==> config.mk <==
export PLATFORM = sky130hd
export DESIGN_NAME = dct_timers
export DESIGN_NICKNAME = d
export VERILOG_FILES = /design/src/rtl/dct_pkg.sv /design/src/rtl/dct_edge_sync.sv /design/src/rtl/dct_timers.sv
export VERILOG_INCLUDE_DIRS = /design/src /design/src/rtl
export SDC_FILE = /design/constraint.sdc
export NUM_CORES = 1
export LEC_CHECK = 0
export BUFFER_PORTS_ARGS = -buffer_cell sky130_fd_sc_hd__buf_4
export CAP_MARGIN = 20
export CELL_PAD_IN_SITES_DETAIL_PLACEMENT = 0
export CELL_PAD_IN_SITES_GLOBAL_PLACEMENT = 1
export CORE_MARGIN = 4
export CORE_UTILIZATION = 49
export CTS_BUF_LIST = sky130_fd_sc_hd__clkbuf_4 sky130_fd_sc_hd__clkbuf_8 sky130_fd_sc_hd__clkbuf_16
export CTS_CLUSTER_SIZE = 20
export DETAILED_ROUTE_END_ITERATION = 8
export PLACE_DENSITY = 0.88
export SYNTH_ARGS = -nofsm -noshare
export SYNTH_HDL_FRONTEND = slang
export SYNTH_SLANG_ARGS = --single-unit
==> constraint.sdc <==
create_clock -name ref_clk -period 2.3 [get_ports ref_clk]
set_input_delay 0 -clock ref_clk [delete_from_list [all_inputs] [get_ports ref_clk]]
set_output_delay 0 -clock ref_clk [all_outputs]
set_load 0.01 [all_outputs]
==> src/rtl/dct_defs.svh <==
`ifndef DCT_DEFS_SVH
`define DCT_DEFS_SVH

// register offsets inside the expanded bank
`define DCT_OFS_SHORT_CTRL     4'h0
`define DCT_OFS_EDGE_CTRL      4'h1
`define DCT_OFS_WIDE_CTRL      4'h2
`define DCT_OFS_SHORT_LO_HOLD  4'h4
`define DCT_OFS_SHORT_HI_HOLD  4'h5
`define DCT_OFS_WIDE_LO_HOLD   4'h6
`define DCT_OFS_WIDE_HI_HOLD   4'h7
`define DCT_OFS_SHORT_CAP_LO   4'h8
`define DCT_OFS_SHORT_CAP_HI   4'h9
`define DCT_OFS_WIDE_CAP_LO    4'hA
`define DCT_OFS_WIDE_CAP_HI    4'hB

// control field positions
`define DCT_BIT_ENABLE         7
`define DCT_BIT_MODE           6
`define DCT_BIT_TIMEOUT        5
`define DCT_BIT_CLK_HI         4
`define DCT_BIT_CLK_LO         3
`define DCT_BIT_CAP_MASK       2
`define DCT_BIT_TO_MASK        1
`define DCT_BIT_OUT_SEL        0
`define DCT_BIT_ESEL_HI        5
`define DCT_BIT_ESEL_LO        4
`define DCT_BIT_RISE_FLAG      1
`define DCT_BIT_FALL_FLAG      0

// edge select encodings
`define DCT_ESEL_FALL          2'h0
`define DCT_ESEL_RISE          2'h1

// prescaler selections
`define DCT_DIV1               2'h0
`define DCT_DIV2               2'h1
`define DCT_DIV4               2'h2

// values
`define DCT_ONES8              8'hFF
`define DCT_ONES16             16'hFFFF
`define DCT_ZERO8              8'h00
`define DCT_ZERO16             16'h0000
`define DCT_ONE8               8'h01
`define DCT_ONE16              16'h0001
`define DCT_ZERO2              2'h0
`define DCT_ZERO3              3'h0

`endif

==> src/rtl/dct_pkg.sv <==
package dct_pkg;

	typedef enum logic [1:0] {
		DCT_IDLE  = 2'b00,
		DCT_ARMED = 2'b01,
		DCT_COUNT = 2'b10
	} dct_state_e;

endpackage

==> src/rtl/dct_edge_sync.sv <==
`timescale 1ns/10ps
`default_nettype none

module dct_edge_sync (
	input  wire logic ref_clk,
	input  wire logic reset_n,
	input  wire logic edge_pin,
	output logic      rise_pulse,
	output logic      fall_pulse
);

	logic meta_reg;
	logic sync_reg;
	logic prev_reg;

	// two stages before anyone looks at the pin
	always_ff @(posedge ref_clk or negedge reset_n) begin
		if (!reset_n) begin
			meta_reg <= 1'b0;
			sync_reg <= 1'b0;
			prev_reg <= 1'b0;
		end else begin
			meta_reg <= edge_pin;
			sync_reg <= meta_reg;
			prev_reg <= sync_reg;
		end
	end

	// one pulse per transition
	assign rise_pulse = sync_reg & ~prev_reg; // RULE20
	assign fall_pulse = ~sync_reg & prev_reg; // RULE20

endmodule

`default_nettype wire

==> src/rtl/dct_timers.sv <==
`timescale 1ns/10ps
`default_nettype none
`include "dct_defs.svh"

// Summary of operation
// RULE1 - software presets short holds to all ones
// RULE2 - short timer starts on first selected edge
// RULE3 - later edges capture complemented short count
// RULE4 - rising to low capture, falling to high
// RULE5 - capture sets edge flag, masked interrupt
// RULE6 - short timer reloads ones after capture
// RULE7 - short timeout flag, write one clears
// RULE8 - interrupt masks gate, cleared at power-on
// RULE9 - marked fields survive stop-mode recovery
// RULE10 - software stops first, clears status later
// RULE11 - commands act one timer tick later
// RULE12 - software avoids hold writes during reload
// RULE13 - software never loads wide count one
// RULE14 - wide zero wraps to ones, no timeout
// RULE15 - software presets wide holds to all ones
// RULE16 - wide first edge captures, reloads, starts
// RULE17 - mode bit clear: later edges capture
// RULE18 - wide capture sets flag, masked interrupt
// RULE19 - wide timer reloads ones after capture
// RULE20 - input pin synchronised, one event per edge
module dct_timers
	import dct_pkg::*;
(
	input  wire logic       ref_clk,
	input  wire logic       reset_n,
	input  wire logic       stop_recover,
	input  wire logic [3:0] reg_addr,
	input  wire logic       reg_wr,
	input  wire logic       reg_rd,
	input  wire logic [7:0] reg_wdata,
	output logic      [7:0] reg_rdata,
	input  wire logic       edge_pin,
	output logic            short_capture_irq,
	output logic            short_timeout_irq,
	output logic            wide_capture_irq,
	output logic            wide_timeout_irq
);

	function automatic logic presc_tick(input logic [2:0] cnt, input logic [1:0] sel);
		case (sel)
			`DCT_DIV1: presc_tick = 1'b1;
			`DCT_DIV2: presc_tick = cnt[0];
			`DCT_DIV4: presc_tick = &cnt[1:0];
			default:   presc_tick = &cnt;
		endcase
	endfunction

	logic       rise_ev;
	logic       fall_ev;
	logic [2:0] presc_reg;
	logic [7:0] sctl_reg;
	logic [1:0] esel_reg;
	logic       rise_flag_reg;
	logic       fall_flag_reg;
	logic [7:0] wctl_reg;
	logic [7:0] s_lo_hold_reg;
	logic [7:0] s_hi_hold_reg;
	logic [7:0] w_lo_hold_reg;
	logic [7:0] w_hi_hold_reg;
	logic [7:0] s_cap_lo_reg;
	logic [7:0] s_cap_hi_reg;
	logic [15:0] w_cap_reg;
	logic       s_run_reg;
	logic       w_run_reg;
	logic [7:0] s_cnt_reg;
	logic [15:0] w_cnt_reg;
	dct_state_e s_state_reg;
	dct_state_e w_state_reg;

	logic       qual_ev;
	logic       s_tick;
	logic       w_tick;
	logic       s_cap_ev;
	logic       s_to_ev;
	logic       w_cap_ev;
	logic       w_to_ev;
	logic       wr_sctl;
	logic       wr_ectl;
	logic       wr_wctl;

	dct_edge_sync u_sync (
		.ref_clk    (ref_clk),
		.reset_n    (reset_n),
		.edge_pin   (edge_pin),
		.rise_pulse (rise_ev),
		.fall_pulse (fall_ev)
	);

	always_comb begin
		case (esel_reg)
			`DCT_ESEL_FALL: qual_ev = fall_ev;
			`DCT_ESEL_RISE: qual_ev = rise_ev;
			default:        qual_ev = rise_ev | fall_ev;
		endcase
	end

	assign wr_sctl = reg_wr && (reg_addr == `DCT_OFS_SHORT_CTRL);
	assign wr_ectl = reg_wr && (reg_addr == `DCT_OFS_EDGE_CTRL);
	assign wr_wctl = reg_wr && (reg_addr == `DCT_OFS_WIDE_CTRL);

	// shared free-running prescaler
	always_ff @(posedge ref_clk or negedge reset_n) begin
		if (!reset_n)
			presc_reg <= `DCT_ZERO3;
		else
			presc_reg <= presc_reg + 3'h1;
	end

	assign s_tick = presc_tick(presc_reg, sctl_reg[`DCT_BIT_CLK_HI:`DCT_BIT_CLK_LO]);
	assign w_tick = presc_tick(presc_reg, wctl_reg[`DCT_BIT_CLK_HI:`DCT_BIT_CLK_LO]);

	// enables reach the counters only on their own tick
	always_ff @(posedge ref_clk or negedge reset_n) begin
		if (!reset_n) begin
			s_run_reg <= 1'b0;
			w_run_reg <= 1'b0;
		end else begin
			if (s_tick)
				s_run_reg <= sctl_reg[`DCT_BIT_ENABLE]; // RULE11
			if (w_tick)
				w_run_reg <= wctl_reg[`DCT_BIT_ENABLE]; // RULE11
		end
	end

	assign s_cap_ev = (s_state_reg == DCT_COUNT) && s_run_reg && qual_ev; // RULE3
	assign s_to_ev  = (s_state_reg == DCT_COUNT) && s_run_reg && !qual_ev && s_tick
		&& (s_cnt_reg == `DCT_ONE8); // RULE7
	assign w_cap_ev = w_run_reg && qual_ev && ((w_state_reg == DCT_ARMED) // RULE16
		|| ((w_state_reg == DCT_COUNT) && !wctl_reg[`DCT_BIT_MODE])); // RULE17
	// passing zero wraps silently; only one-to-zero is a timeout
	assign w_to_ev  = (w_state_reg == DCT_COUNT) && w_run_reg && !w_cap_ev && w_tick
		&& (w_cnt_reg == `DCT_ONE16); // RULE14

	// short timer sequencer
	always_ff @(posedge ref_clk or negedge reset_n) begin
		if (!reset_n) begin
			s_state_reg <= DCT_IDLE;
			s_cnt_reg   <= `DCT_ZERO8;
		end else begin
			case (s_state_reg)
				DCT_IDLE: begin
					if (s_run_reg)
						s_state_reg <= DCT_ARMED;
				end
				DCT_ARMED: begin
					if (!s_run_reg)
						s_state_reg <= DCT_IDLE;
					else if (qual_ev) begin
						s_cnt_reg   <= s_lo_hold_reg; // RULE2
						s_state_reg <= DCT_COUNT; // RULE2
					end
				end
				DCT_COUNT: begin
					if (!s_run_reg)
						s_state_reg <= DCT_IDLE;
					else if (s_cap_ev)
						s_cnt_reg <= `DCT_ONES8; // RULE6
					else if (s_to_ev)
						s_cnt_reg <= s_lo_hold_reg;
					else if (s_tick)
						s_cnt_reg <= s_cnt_reg - `DCT_ONE8;
				end
				default: s_state_reg <= DCT_IDLE;
			endcase
		end
	end

	// wide timer sequencer
	always_ff @(posedge ref_clk or negedge reset_n) begin
		if (!reset_n) begin
			w_state_reg <= DCT_IDLE;
			w_cnt_reg   <= `DCT_ZERO16;
		end else begin
			case (w_state_reg)
				DCT_IDLE: begin
					if (w_run_reg)
						w_state_reg <= DCT_ARMED;
				end
				DCT_ARMED: begin
					if (!w_run_reg)
						w_state_reg <= DCT_IDLE;
					else if (w_cap_ev) begin
						w_cnt_reg   <= {w_hi_hold_reg, w_lo_hold_reg}; // RULE16
						w_state_reg <= DCT_COUNT; // RULE16
					end
				end
				DCT_COUNT: begin
					if (!w_run_reg)
						w_state_reg <= DCT_IDLE;
					else if (w_cap_ev)
						w_cnt_reg <= `DCT_ONES16; // RULE19
					else if (w_to_ev)
						w_cnt_reg <= {w_hi_hold_reg, w_lo_hold_reg};
					else if (w_tick)
						w_cnt_reg <= w_cnt_reg - `DCT_ONE16; // RULE14
				end
				default: w_state_reg <= DCT_IDLE;
			endcase
		end
	end

	// capture registers
	always_ff @(posedge ref_clk or negedge reset_n) begin
		if (!reset_n) begin
			s_cap_lo_reg <= `DCT_ZERO8;
			s_cap_hi_reg <= `DCT_ZERO8;
			w_cap_reg    <= `DCT_ZERO16;
		end else begin
			if (s_cap_ev && rise_ev)
				s_cap_lo_reg <= ~s_cnt_reg; // RULE4
			if (s_cap_ev && fall_ev)
				s_cap_hi_reg <= ~s_cnt_reg; // RULE4
			if (w_cap_ev)
				w_cap_reg <= ~w_cnt_reg; // RULE17
		end
	end

	// short control: stop-mode recovery clears only the enable, mode and output-select fields
	always_ff @(posedge ref_clk or negedge reset_n) begin
		if (!reset_n)
			sctl_reg <= `DCT_ZERO8; // RULE8
		else begin
			if (wr_sctl) begin
				sctl_reg[`DCT_BIT_ENABLE]                 <= reg_wdata[`DCT_BIT_ENABLE];
				sctl_reg[`DCT_BIT_MODE]                   <= reg_wdata[`DCT_BIT_MODE];
				sctl_reg[`DCT_BIT_CLK_HI:`DCT_BIT_CLK_LO] <= reg_wdata[`DCT_BIT_CLK_HI:`DCT_BIT_CLK_LO];
				sctl_reg[`DCT_BIT_CAP_MASK]               <= reg_wdata[`DCT_BIT_CAP_MASK];
				sctl_reg[`DCT_BIT_TO_MASK]                <= reg_wdata[`DCT_BIT_TO_MASK];
				sctl_reg[`DCT_BIT_OUT_SEL]                <= reg_wdata[`DCT_BIT_OUT_SEL];
			end
			// set wins over a clear in the same cycle
			if (s_to_ev)
				sctl_reg[`DCT_BIT_TIMEOUT] <= 1'b1; // RULE7
			else if (wr_sctl && reg_wdata[`DCT_BIT_TIMEOUT])
				sctl_reg[`DCT_BIT_TIMEOUT] <= 1'b0; // RULE7
			if (stop_recover) begin
				sctl_reg[`DCT_BIT_ENABLE]  <= 1'b0; // RULE9
				sctl_reg[`DCT_BIT_MODE]    <= 1'b0; // RULE9
				sctl_reg[`DCT_BIT_OUT_SEL] <= 1'b0; // RULE9
			end
		end
	end

	// edge control and shared edge flags
	always_ff @(posedge ref_clk or negedge reset_n) begin
		if (!reset_n) begin
			esel_reg      <= `DCT_ZERO2;
			rise_flag_reg <= 1'b0;
			fall_flag_reg <= 1'b0;
		end else begin
			if (wr_ectl)
				esel_reg <= reg_wdata[`DCT_BIT_ESEL_HI:`DCT_BIT_ESEL_LO];
			if ((s_cap_ev || w_cap_ev) && rise_ev)
				rise_flag_reg <= 1'b1; // RULE5
			else if (wr_ectl && reg_wdata[`DCT_BIT_RISE_FLAG])
				rise_flag_reg <= 1'b0;
			if ((s_cap_ev || w_cap_ev) && fall_ev)
				fall_flag_reg <= 1'b1; // RULE18
			else if (wr_ectl && reg_wdata[`DCT_BIT_FALL_FLAG])
				fall_flag_reg <= 1'b0;
		end
	end

	// wide control
	always_ff @(posedge ref_clk or negedge reset_n) begin
		if (!reset_n)
			wctl_reg <= `DCT_ZERO8;
		else begin
			if (wr_wctl) begin
				wctl_reg[`DCT_BIT_ENABLE]                 <= reg_wdata[`DCT_BIT_ENABLE];
				wctl_reg[`DCT_BIT_MODE]                   <= reg_wdata[`DCT_BIT_MODE];
				wctl_reg[`DCT_BIT_CLK_HI:`DCT_BIT_CLK_LO] <= reg_wdata[`DCT_BIT_CLK_HI:`DCT_BIT_CLK_LO];
				wctl_reg[`DCT_BIT_CAP_MASK]               <= reg_wdata[`DCT_BIT_CAP_MASK];
				wctl_reg[`DCT_BIT_TO_MASK]                <= reg_wdata[`DCT_BIT_TO_MASK];
				wctl_reg[`DCT_BIT_OUT_SEL]                <= reg_wdata[`DCT_BIT_OUT_SEL];
			end
			if (w_to_ev)
				wctl_reg[`DCT_BIT_TIMEOUT] <= 1'b1;
			else if (wr_wctl && reg_wdata[`DCT_BIT_TIMEOUT])
				wctl_reg[`DCT_BIT_TIMEOUT] <= 1'b0;
			if (stop_recover) begin
				wctl_reg[`DCT_BIT_ENABLE]  <= 1'b0; // RULE9
				wctl_reg[`DCT_BIT_MODE]    <= 1'b0; // RULE9
				wctl_reg[`DCT_BIT_OUT_SEL] <= 1'b0; // RULE9
			end
		end
	end

	// hold registers: no interlock against a write during a reload
	always_ff @(posedge ref_clk or negedge reset_n) begin
		if (!reset_n) begin
			s_lo_hold_reg <= `DCT_ZERO8;
			s_hi_hold_reg <= `DCT_ZERO8;
			w_lo_hold_reg <= `DCT_ZERO8;
			w_hi_hold_reg <= `DCT_ZERO8;
		end else if (reg_wr) begin
			case (reg_addr)
				`DCT_OFS_SHORT_LO_HOLD: s_lo_hold_reg <= reg_wdata;
				`DCT_OFS_SHORT_HI_HOLD: s_hi_hold_reg <= reg_wdata;
				`DCT_OFS_WIDE_LO_HOLD:  w_lo_hold_reg <= reg_wdata;
				`DCT_OFS_WIDE_HI_HOLD:  w_hi_hold_reg <= reg_wdata;
				default: ;
			endcase
		end
	end

	// interrupt request pulses
	always_ff @(posedge ref_clk or negedge reset_n) begin
		if (!reset_n) begin
			short_capture_irq <= 1'b0;
			short_timeout_irq <= 1'b0;
			wide_capture_irq  <= 1'b0;
			wide_timeout_irq  <= 1'b0;
		end else begin
			short_capture_irq <= s_cap_ev && sctl_reg[`DCT_BIT_CAP_MASK]; // RULE5
			short_timeout_irq <= s_to_ev && sctl_reg[`DCT_BIT_TO_MASK]; // RULE8
			wide_capture_irq  <= w_cap_ev && wctl_reg[`DCT_BIT_CAP_MASK]; // RULE18
			wide_timeout_irq  <= w_to_ev && wctl_reg[`DCT_BIT_TO_MASK]; // RULE8
		end
	end

	// registered read port; unmapped offsets read zero
	always_ff @(posedge ref_clk or negedge reset_n) begin
		if (!reset_n)
			reg_rdata <= `DCT_ZERO8;
		else if (reg_rd) begin
			case (reg_addr)
				`DCT_OFS_SHORT_CTRL:    reg_rdata <= sctl_reg;
				`DCT_OFS_EDGE_CTRL:     reg_rdata <= {2'b00, esel_reg, 2'b00, rise_flag_reg, fall_flag_reg};
				`DCT_OFS_WIDE_CTRL:     reg_rdata <= wctl_reg;
				`DCT_OFS_SHORT_LO_HOLD: reg_rdata <= s_lo_hold_reg;
				`DCT_OFS_SHORT_HI_HOLD: reg_rdata <= s_hi_hold_reg;
				`DCT_OFS_WIDE_LO_HOLD:  reg_rdata <= w_lo_hold_reg;
				`DCT_OFS_WIDE_HI_HOLD:  reg_rdata <= w_hi_hold_reg;
				`DCT_OFS_SHORT_CAP_LO:  reg_rdata <= s_cap_lo_reg;
				`DCT_OFS_SHORT_CAP_HI:  reg_rdata <= s_cap_hi_reg;
				`DCT_OFS_WIDE_CAP_LO:   reg_rdata <= w_cap_reg[7:0];
				`DCT_OFS_WIDE_CAP_HI:   reg_rdata <= w_cap_reg[15:8];
				default:                reg_rdata <= `DCT_ZERO8;
			endcase
		end
	end

endmodule

`default_nettype wire
==> flow_summary.ini, run 1 <==
[synthesis]
synth_edf_count = 0
yosys.area.top_type_share_pct = 49.3
synth_area_leaders = dfrtp_1, mux2_2, nand2_1, o21ai_0, nor2_1
syn-instance-count = 657
synth_common_cells = dfrtp_1, nand2_1, o21ai_0, nor2_1, mux2_2
ys_types = 71
ys_seq_area_share_pct = 49.3
avgSynthCellArea_sq_um = 10.2
synth_area_sq_um = 6690
yosysWarnings = 0
yosysMostFrequentCell = dfrtp_1
yosysTopAreaCell = dfrtp_1
synthFlopType = dfrtp_1
synth-async-reset-ratio_pct = 100
syn_nets = 686
ys_seq_elements = 132

[timing]
drv_slew = 0
fin_crit_sh_pct = 96.3
skew_ps = 6.00
fmax_ghz = 0.452
finalHoldViolations = 0
worstMarginPinSlew_ps = 655
rsz0062_at_grt = yes
fin_tns_setup_ps = 0
finalSetupViolCount = 0
max-slew-margin-rel_pct = 56.3
layout_min_cycle_time_ps = 2210

[layout]
antenna_cells = 0
fin_area_sq_um = 8170
utilization_pct = 61.4
layout.nets = 764
drive_above_1_share_pct = 23.1
area_growth_pct = 22.0

[grt]
antenna_found_initial = 0
track_usage_pct = 25.5
grt_overflow = 0
grt_pass1_vias = 5585
grt_max_degree = 71
grt_pass1_wl_mm = 30.8

[power]
total_power_mw = 6.86
peakVddDrop_mv = 0.478
power_density_nw_per_um2 = 840
p_leak_nw = 3.70

[clocking]
ctsRootBufferMaster = clkbuf_16
h-tree-depth = 4
cts_buffers = 17
cts.reportedPaths.clkPinSlew_ps = 60
cts_tree = done
insertion_delay_ps = 420
cts_sinks = 132
clockBufferDepth = 2

[critical_path]
crit_family = compound AO/OA/AOI/OAI gates
path_class = reg -> reg
worst-path-max-fanout = 7
reg2reg_depth = 10
crit_chain = ha_2 > ha_2 > mux2i_1 > a22oi_2 > and3_4 > buf_4 > nor3_4 > buf_6 > o21ai_0 > a22o_1
critical_path.max_stage_delay_ps = 390
r2r_slack_ps = 90
critPathLaunchType = flop
cpMostUsedCell = ha_2
r2r_start = presc_reg[0]
crit_slowest_cell = dfrtp_1
cp-end-kind = flop
crit_required_ps = 2610
critPathArrivalTime_ps = 2520
r2r_end = w_cnt_reg[9]
crit_buf_inv = 2

[die]
die_x_microns = 125
core_area_sq_um = 13300
die_area_sq_um = 15600
rows = 42
fp.dieH_microns = 125
initial_utilization_pct = 50.3
io-pin-count = 30

[detailed_routing]
drt-initial-drc-count = 680
via_count = 5675
ant_nets = 0
viasPerCell = 6.16
wl_per_cell_microns = 21.4
routed_wl_mm = 19.7
drc = 0
dr.pass1.iters = 7

[placement]
dpl.hpwl_mm = 14.0
placed_area_sq_um = 7320
gp_congestion = 0.936
io_buffers = 29

[flow_run]
drv_cap = 0

[hold_path]
hp-class = in -> async

[outcome]
outcome = completed
[layout make-up]
class	instances	area, sq um
clock buffers	24	503
clock inverters	5	75.1
fillers	1058	5130
inverters	28	105
multi-input cells	467	3220
flip-flops and latches	132	3300
well taps	176	220
repair buffers	89	746
[placed cells by master (no fill, tap or decap), types with 8 or more instances in the layout]
cell             n
a21oi_1         21
a22o_1          10
a2bb2oi_1       10
a32oi_1          8
and2_1           9
buf_4           71
clkbuf_16       17
dfrtp_1        132
dlygate4sd3_1   13
ha_1             9
inv_1           28
mux2_1           8
mux2_2          40
mux2i_1         13
nand2_1         82
nand3_1         22
nor2_1          42
nor2b_1          8
o21ai_0         45
o21ai_1          9
o22ai_1         23
[power by group]
| part | internal [mW] | leakage, nW | switching, mW |
|---|---|---|---|
| Clock | 1.72 | 0.292 | 0.946 |
| Combinational | 0.600 | 1.67 | 0.664 |
| Sequential | 2.61 | 1.73 | 0.325 |
[per-layer routing]
layer	global-route usage, %	part of all wire [%]	vias to the layer above
met3	6.05	7.2	53
met2	38.1	46	244
li1	-	-	2549
met4	10.2	3.1	0
met1	36.1	44	2829
met5	0	0	-
[per-stage QoR]
step	hold slack, ps	cells	setup slack (ps)
CTS	120	915	8.81
detailed placement	49.3	871	-169
finish	147	921	86.0
global route	157	921	-14.9
global placement	46.4	871	-53.1
floorplan	-296	657	191
[kinds of logic (layout without fill, tap and decap cells)]
kind of cell    Yosys count  after routing  share of synthesized area (%)
xor+xnor                  4              4                          0.523
buf+inv                  58            146                           3.53
fa+ha+maj                11             11                           2.06
flops                   132            132                           49.3
simple gates            214            214                           16.0
compound gates          175            175                           18.0
mux                      63             63                           10.6
[timing repair]
item / in CTS / in global routing
resized for setup: 3 / 14
gates cloned: 0 / 1
hold buffers: 13 / 0
endpoints found under the hold margin: 124 / 0
pin swaps: 0 / 6
buffers inserted: 2 / 5
setup endpoints to repair: 14 / 19
[worst max-delay path by stage]
| stage | from | cells past startpoint | to | slack [ps] |
|---|---|---|---|---|
| after floorplan | s_state_reg[0] | 9 | s_cnt_reg[1] | 190 |
| after global placement | presc_reg[0] | 8 | w_cnt_reg[11] | -50 |
| after detailed placement | presc_reg[0] | 8 | w_cnt_reg[11] | -170 |
| after CTS | presc_reg[0] | 10 | w_cnt_reg[10] | 9 |
| after global routing | presc_reg[0] | 10 | w_cnt_reg[2] | -10 |
| final | presc_reg[0] | 10 | w_cnt_reg[9] | 90 |
Power figures use the tool's default switching activity.
==> run 2: changes to the inputs <==
--- a/config.mk
+++ b/config.mk
@@ -16,6 +16,7 @@
 export CTS_CLUSTER_SIZE = 20
 export DETAILED_ROUTE_END_ITERATION = 8
 export PLACE_DENSITY = 0.88
+export REMOVE_ABC_BUFFERS = 1
 export SYNTH_ARGS = -nofsm -noshare
 export SYNTH_HDL_FRONTEND = slang
 export SYNTH_SLANG_ARGS = --single-unit
==> constraint.sdc (replaced) <==
create_clock -name ref_clk -period 2.49 [get_ports ref_clk]
set_input_delay 0 -clock ref_clk [delete_from_list [all_inputs] [get_ports ref_clk]]
set_output_delay 0 -clock ref_clk [all_outputs]
set_load 0.01 [all_outputs]
==> run 2 against run 1 <==
Effect of this change: fmax shrank 7.1%; sequential share of layout area rose by 1.1 points; power down 7.1%; clock-buffer cell count decreased by 5; critical path depth down 1; routed wire length down 0.82%; combinational power down 17%; core utilization decreased by 1.6 points; first-iteration DRC count decreased by 18%; sequential power decreased by 6%.
==> flow_summary.ini, run 2 (synthesis gave the netlist of run 1 again) <==
[layout]
fin_area_sq_um = 7950
antenna_cells = 0
layout.nets = 740
area_growth_pct = 18.8
mostFrequentLayoutCell = dfrtp_1
layout_common_cells = dfrtp_1, nand2_1, buf_4
fin_cells = 900
drive_above_1_share_pct = 20.0
utilization_pct = 59.8

[clocking]
cts_buffers = 17
h-tree-depth = 4
ctsRootBufferMaster = clkbuf_16
cts_sinks = 132
cts.reportedPaths.clkPinSlew_ps = 60
clockBufferDepth = 2
insertion_delay_ps = 430
cts_tree = done

[timing]
rsz0062_at_grt = no
layout_min_cycle_time_ps = 2380
fin_crit_sh_pct = 95.7
max-slew-margin-rel_pct = 53.4
fin_tns_setup_ps = 0
skew_ps = 9.07
drv_slew = 0
fmax_ghz = 0.420
finalSetupViolCount = 0
finalHoldViolations = 0
worstMarginPinSlew_ps = 699

[placement]
placed_area_sq_um = 7190
io_buffers = 29
gp_congestion = 0.881
dpl.hpwl_mm = 13.5
place_inst = 853

[critical_path]
crit_required_ps = 2800
crit_slowest_cell = dfrtp_1
crit_chain = inv_1 > ha_1 > mux2_4 > o21a_2 > and3_1 > nor3_2 > buf_12 > a21boi_0 > o22ai_1
worst-path-max-fanout = 15
crit_family = compound AO/OA/AOI/OAI gates
path_class = reg -> reg
critPathLaunchType = flop
crit_buf_inv = 2
cp-end-kind = flop
critical_path.max_stage_delay_ps = 380
reg2reg_depth = 9
critPathArrivalTime_ps = 2690
crit_cells = 9

[detailed_routing]
ant_nets = 0
dr.pass1.iters = 5
wl_per_cell_microns = 21.7
routed_wl_mm = 19.5
viasPerCell = 6.17
drc = 0
via_count = 5550
drt-initial-drc-count = 555

[outcome]
outcome = completed

[grt]
track_usage_pct = 25.6
grt_overflow = 0
grt_pass1_wl_mm = 31.0
grt_pass1_vias = 5364
antenna_found_initial = 0
grt_max_degree = 73

[power]
peakVddDrop_mv = 0.497
total_power_mw = 6.38
p_sw_mw = 1.85
clock_power_share_pct = 40.5
power_density_nw_per_um2 = 802
power.internal_mw = 4.52
p_leak_nw = 3.57
power.share.switching_pct = 29.1
comb_power_share_pct = 16.5
pwr-share-seq_pct = 43.0

[die]
die_area_sq_um = 15600
initial_utilization_pct = 50.3
die_x_microns = 125
rows = 42
core_area_sq_um = 13300
io-pin-count = 30
fp.dieH_microns = 125

[hold_path]
min_path_cells = 4
hp-class = in -> reg

[flow_run]
drv_cap = 0
run 2: final cells by class:
cell class / count / area, sq um
Sequential cell: 132 / 3300
Multi-Input combinational cell: 467 / 3160
Clock buffer: 19 / 453
Timing Repair Buffer: 65 / 549
Inverter: 28 / 105
Tap cell: 176 / 220
Fill cell: 1100 / 5340
Clock inverter: 13 / 158
run 2: power groups by stage:
stage | clock, mW | combinational [mW] | sequential, mW
final | 2.58 | 1.05 | 2.74
after global routing | 2.70 | 1.17 | 2.77
after CTS | 2.60 | 1.05 | 2.73
after detailed placement | 0 | 1.02 | 2.76
after global placement | 0 | 0.986 | 2.75
after floorplan | 0 | 0.683 | 2.64
run 2: routing by layer:
layer,vias up,track usage [%],part of all wire [%]
met5,-,0,0
met4,0,8.74,2.5
met3,35,6.35,8.1
met2,247,38.9,47
met1,2764,35.9,42
li1,2504,-,-
run 2: worst paths after layout:
kind / startpoint / end / slack (ps)
max reg2reg: u_sync.sync_reg / w_cnt_reg[10] / 110
min in group asynchronous: reset_n / s_cnt_reg[1] / 170
max in group asynchronous: reset_n / reg_rdata[0] / 1570
min: reg_addr[1] / reg_rdata[0] / 120
min reg2reg: u_sync.meta_reg / u_sync.sync_reg / 380
max: u_sync.sync_reg / w_cnt_reg[10] / 110
run 2: worst reg2reg max path: stages (launching register included):
cell and delay [ps]:
dfrtp_1 380, inv_1 60, ha_1 220, mux2_4 320
o21a_2 280, and3_1 250, nor3_2 250, buf_12 180
a21boi_0 210, o22ai_1 110
run 2: timing repair:
action,4_1_cts,5_1_grt
buffers inserted,0,2
pin swaps,0,1
resized for setup,1,1
setup endpoints to repair,2,9
hold endpoints to repair,129,0
hold buffers,13,0
run 2: metrics by stage:
step,setup slack (ps),hold slack (ps)
floorplan,91.5,-296
global placement,63.6,69.6
detailed placement,-5.53,68.1
CTS,78.5,100
global route,12.2,182
finish,108,116
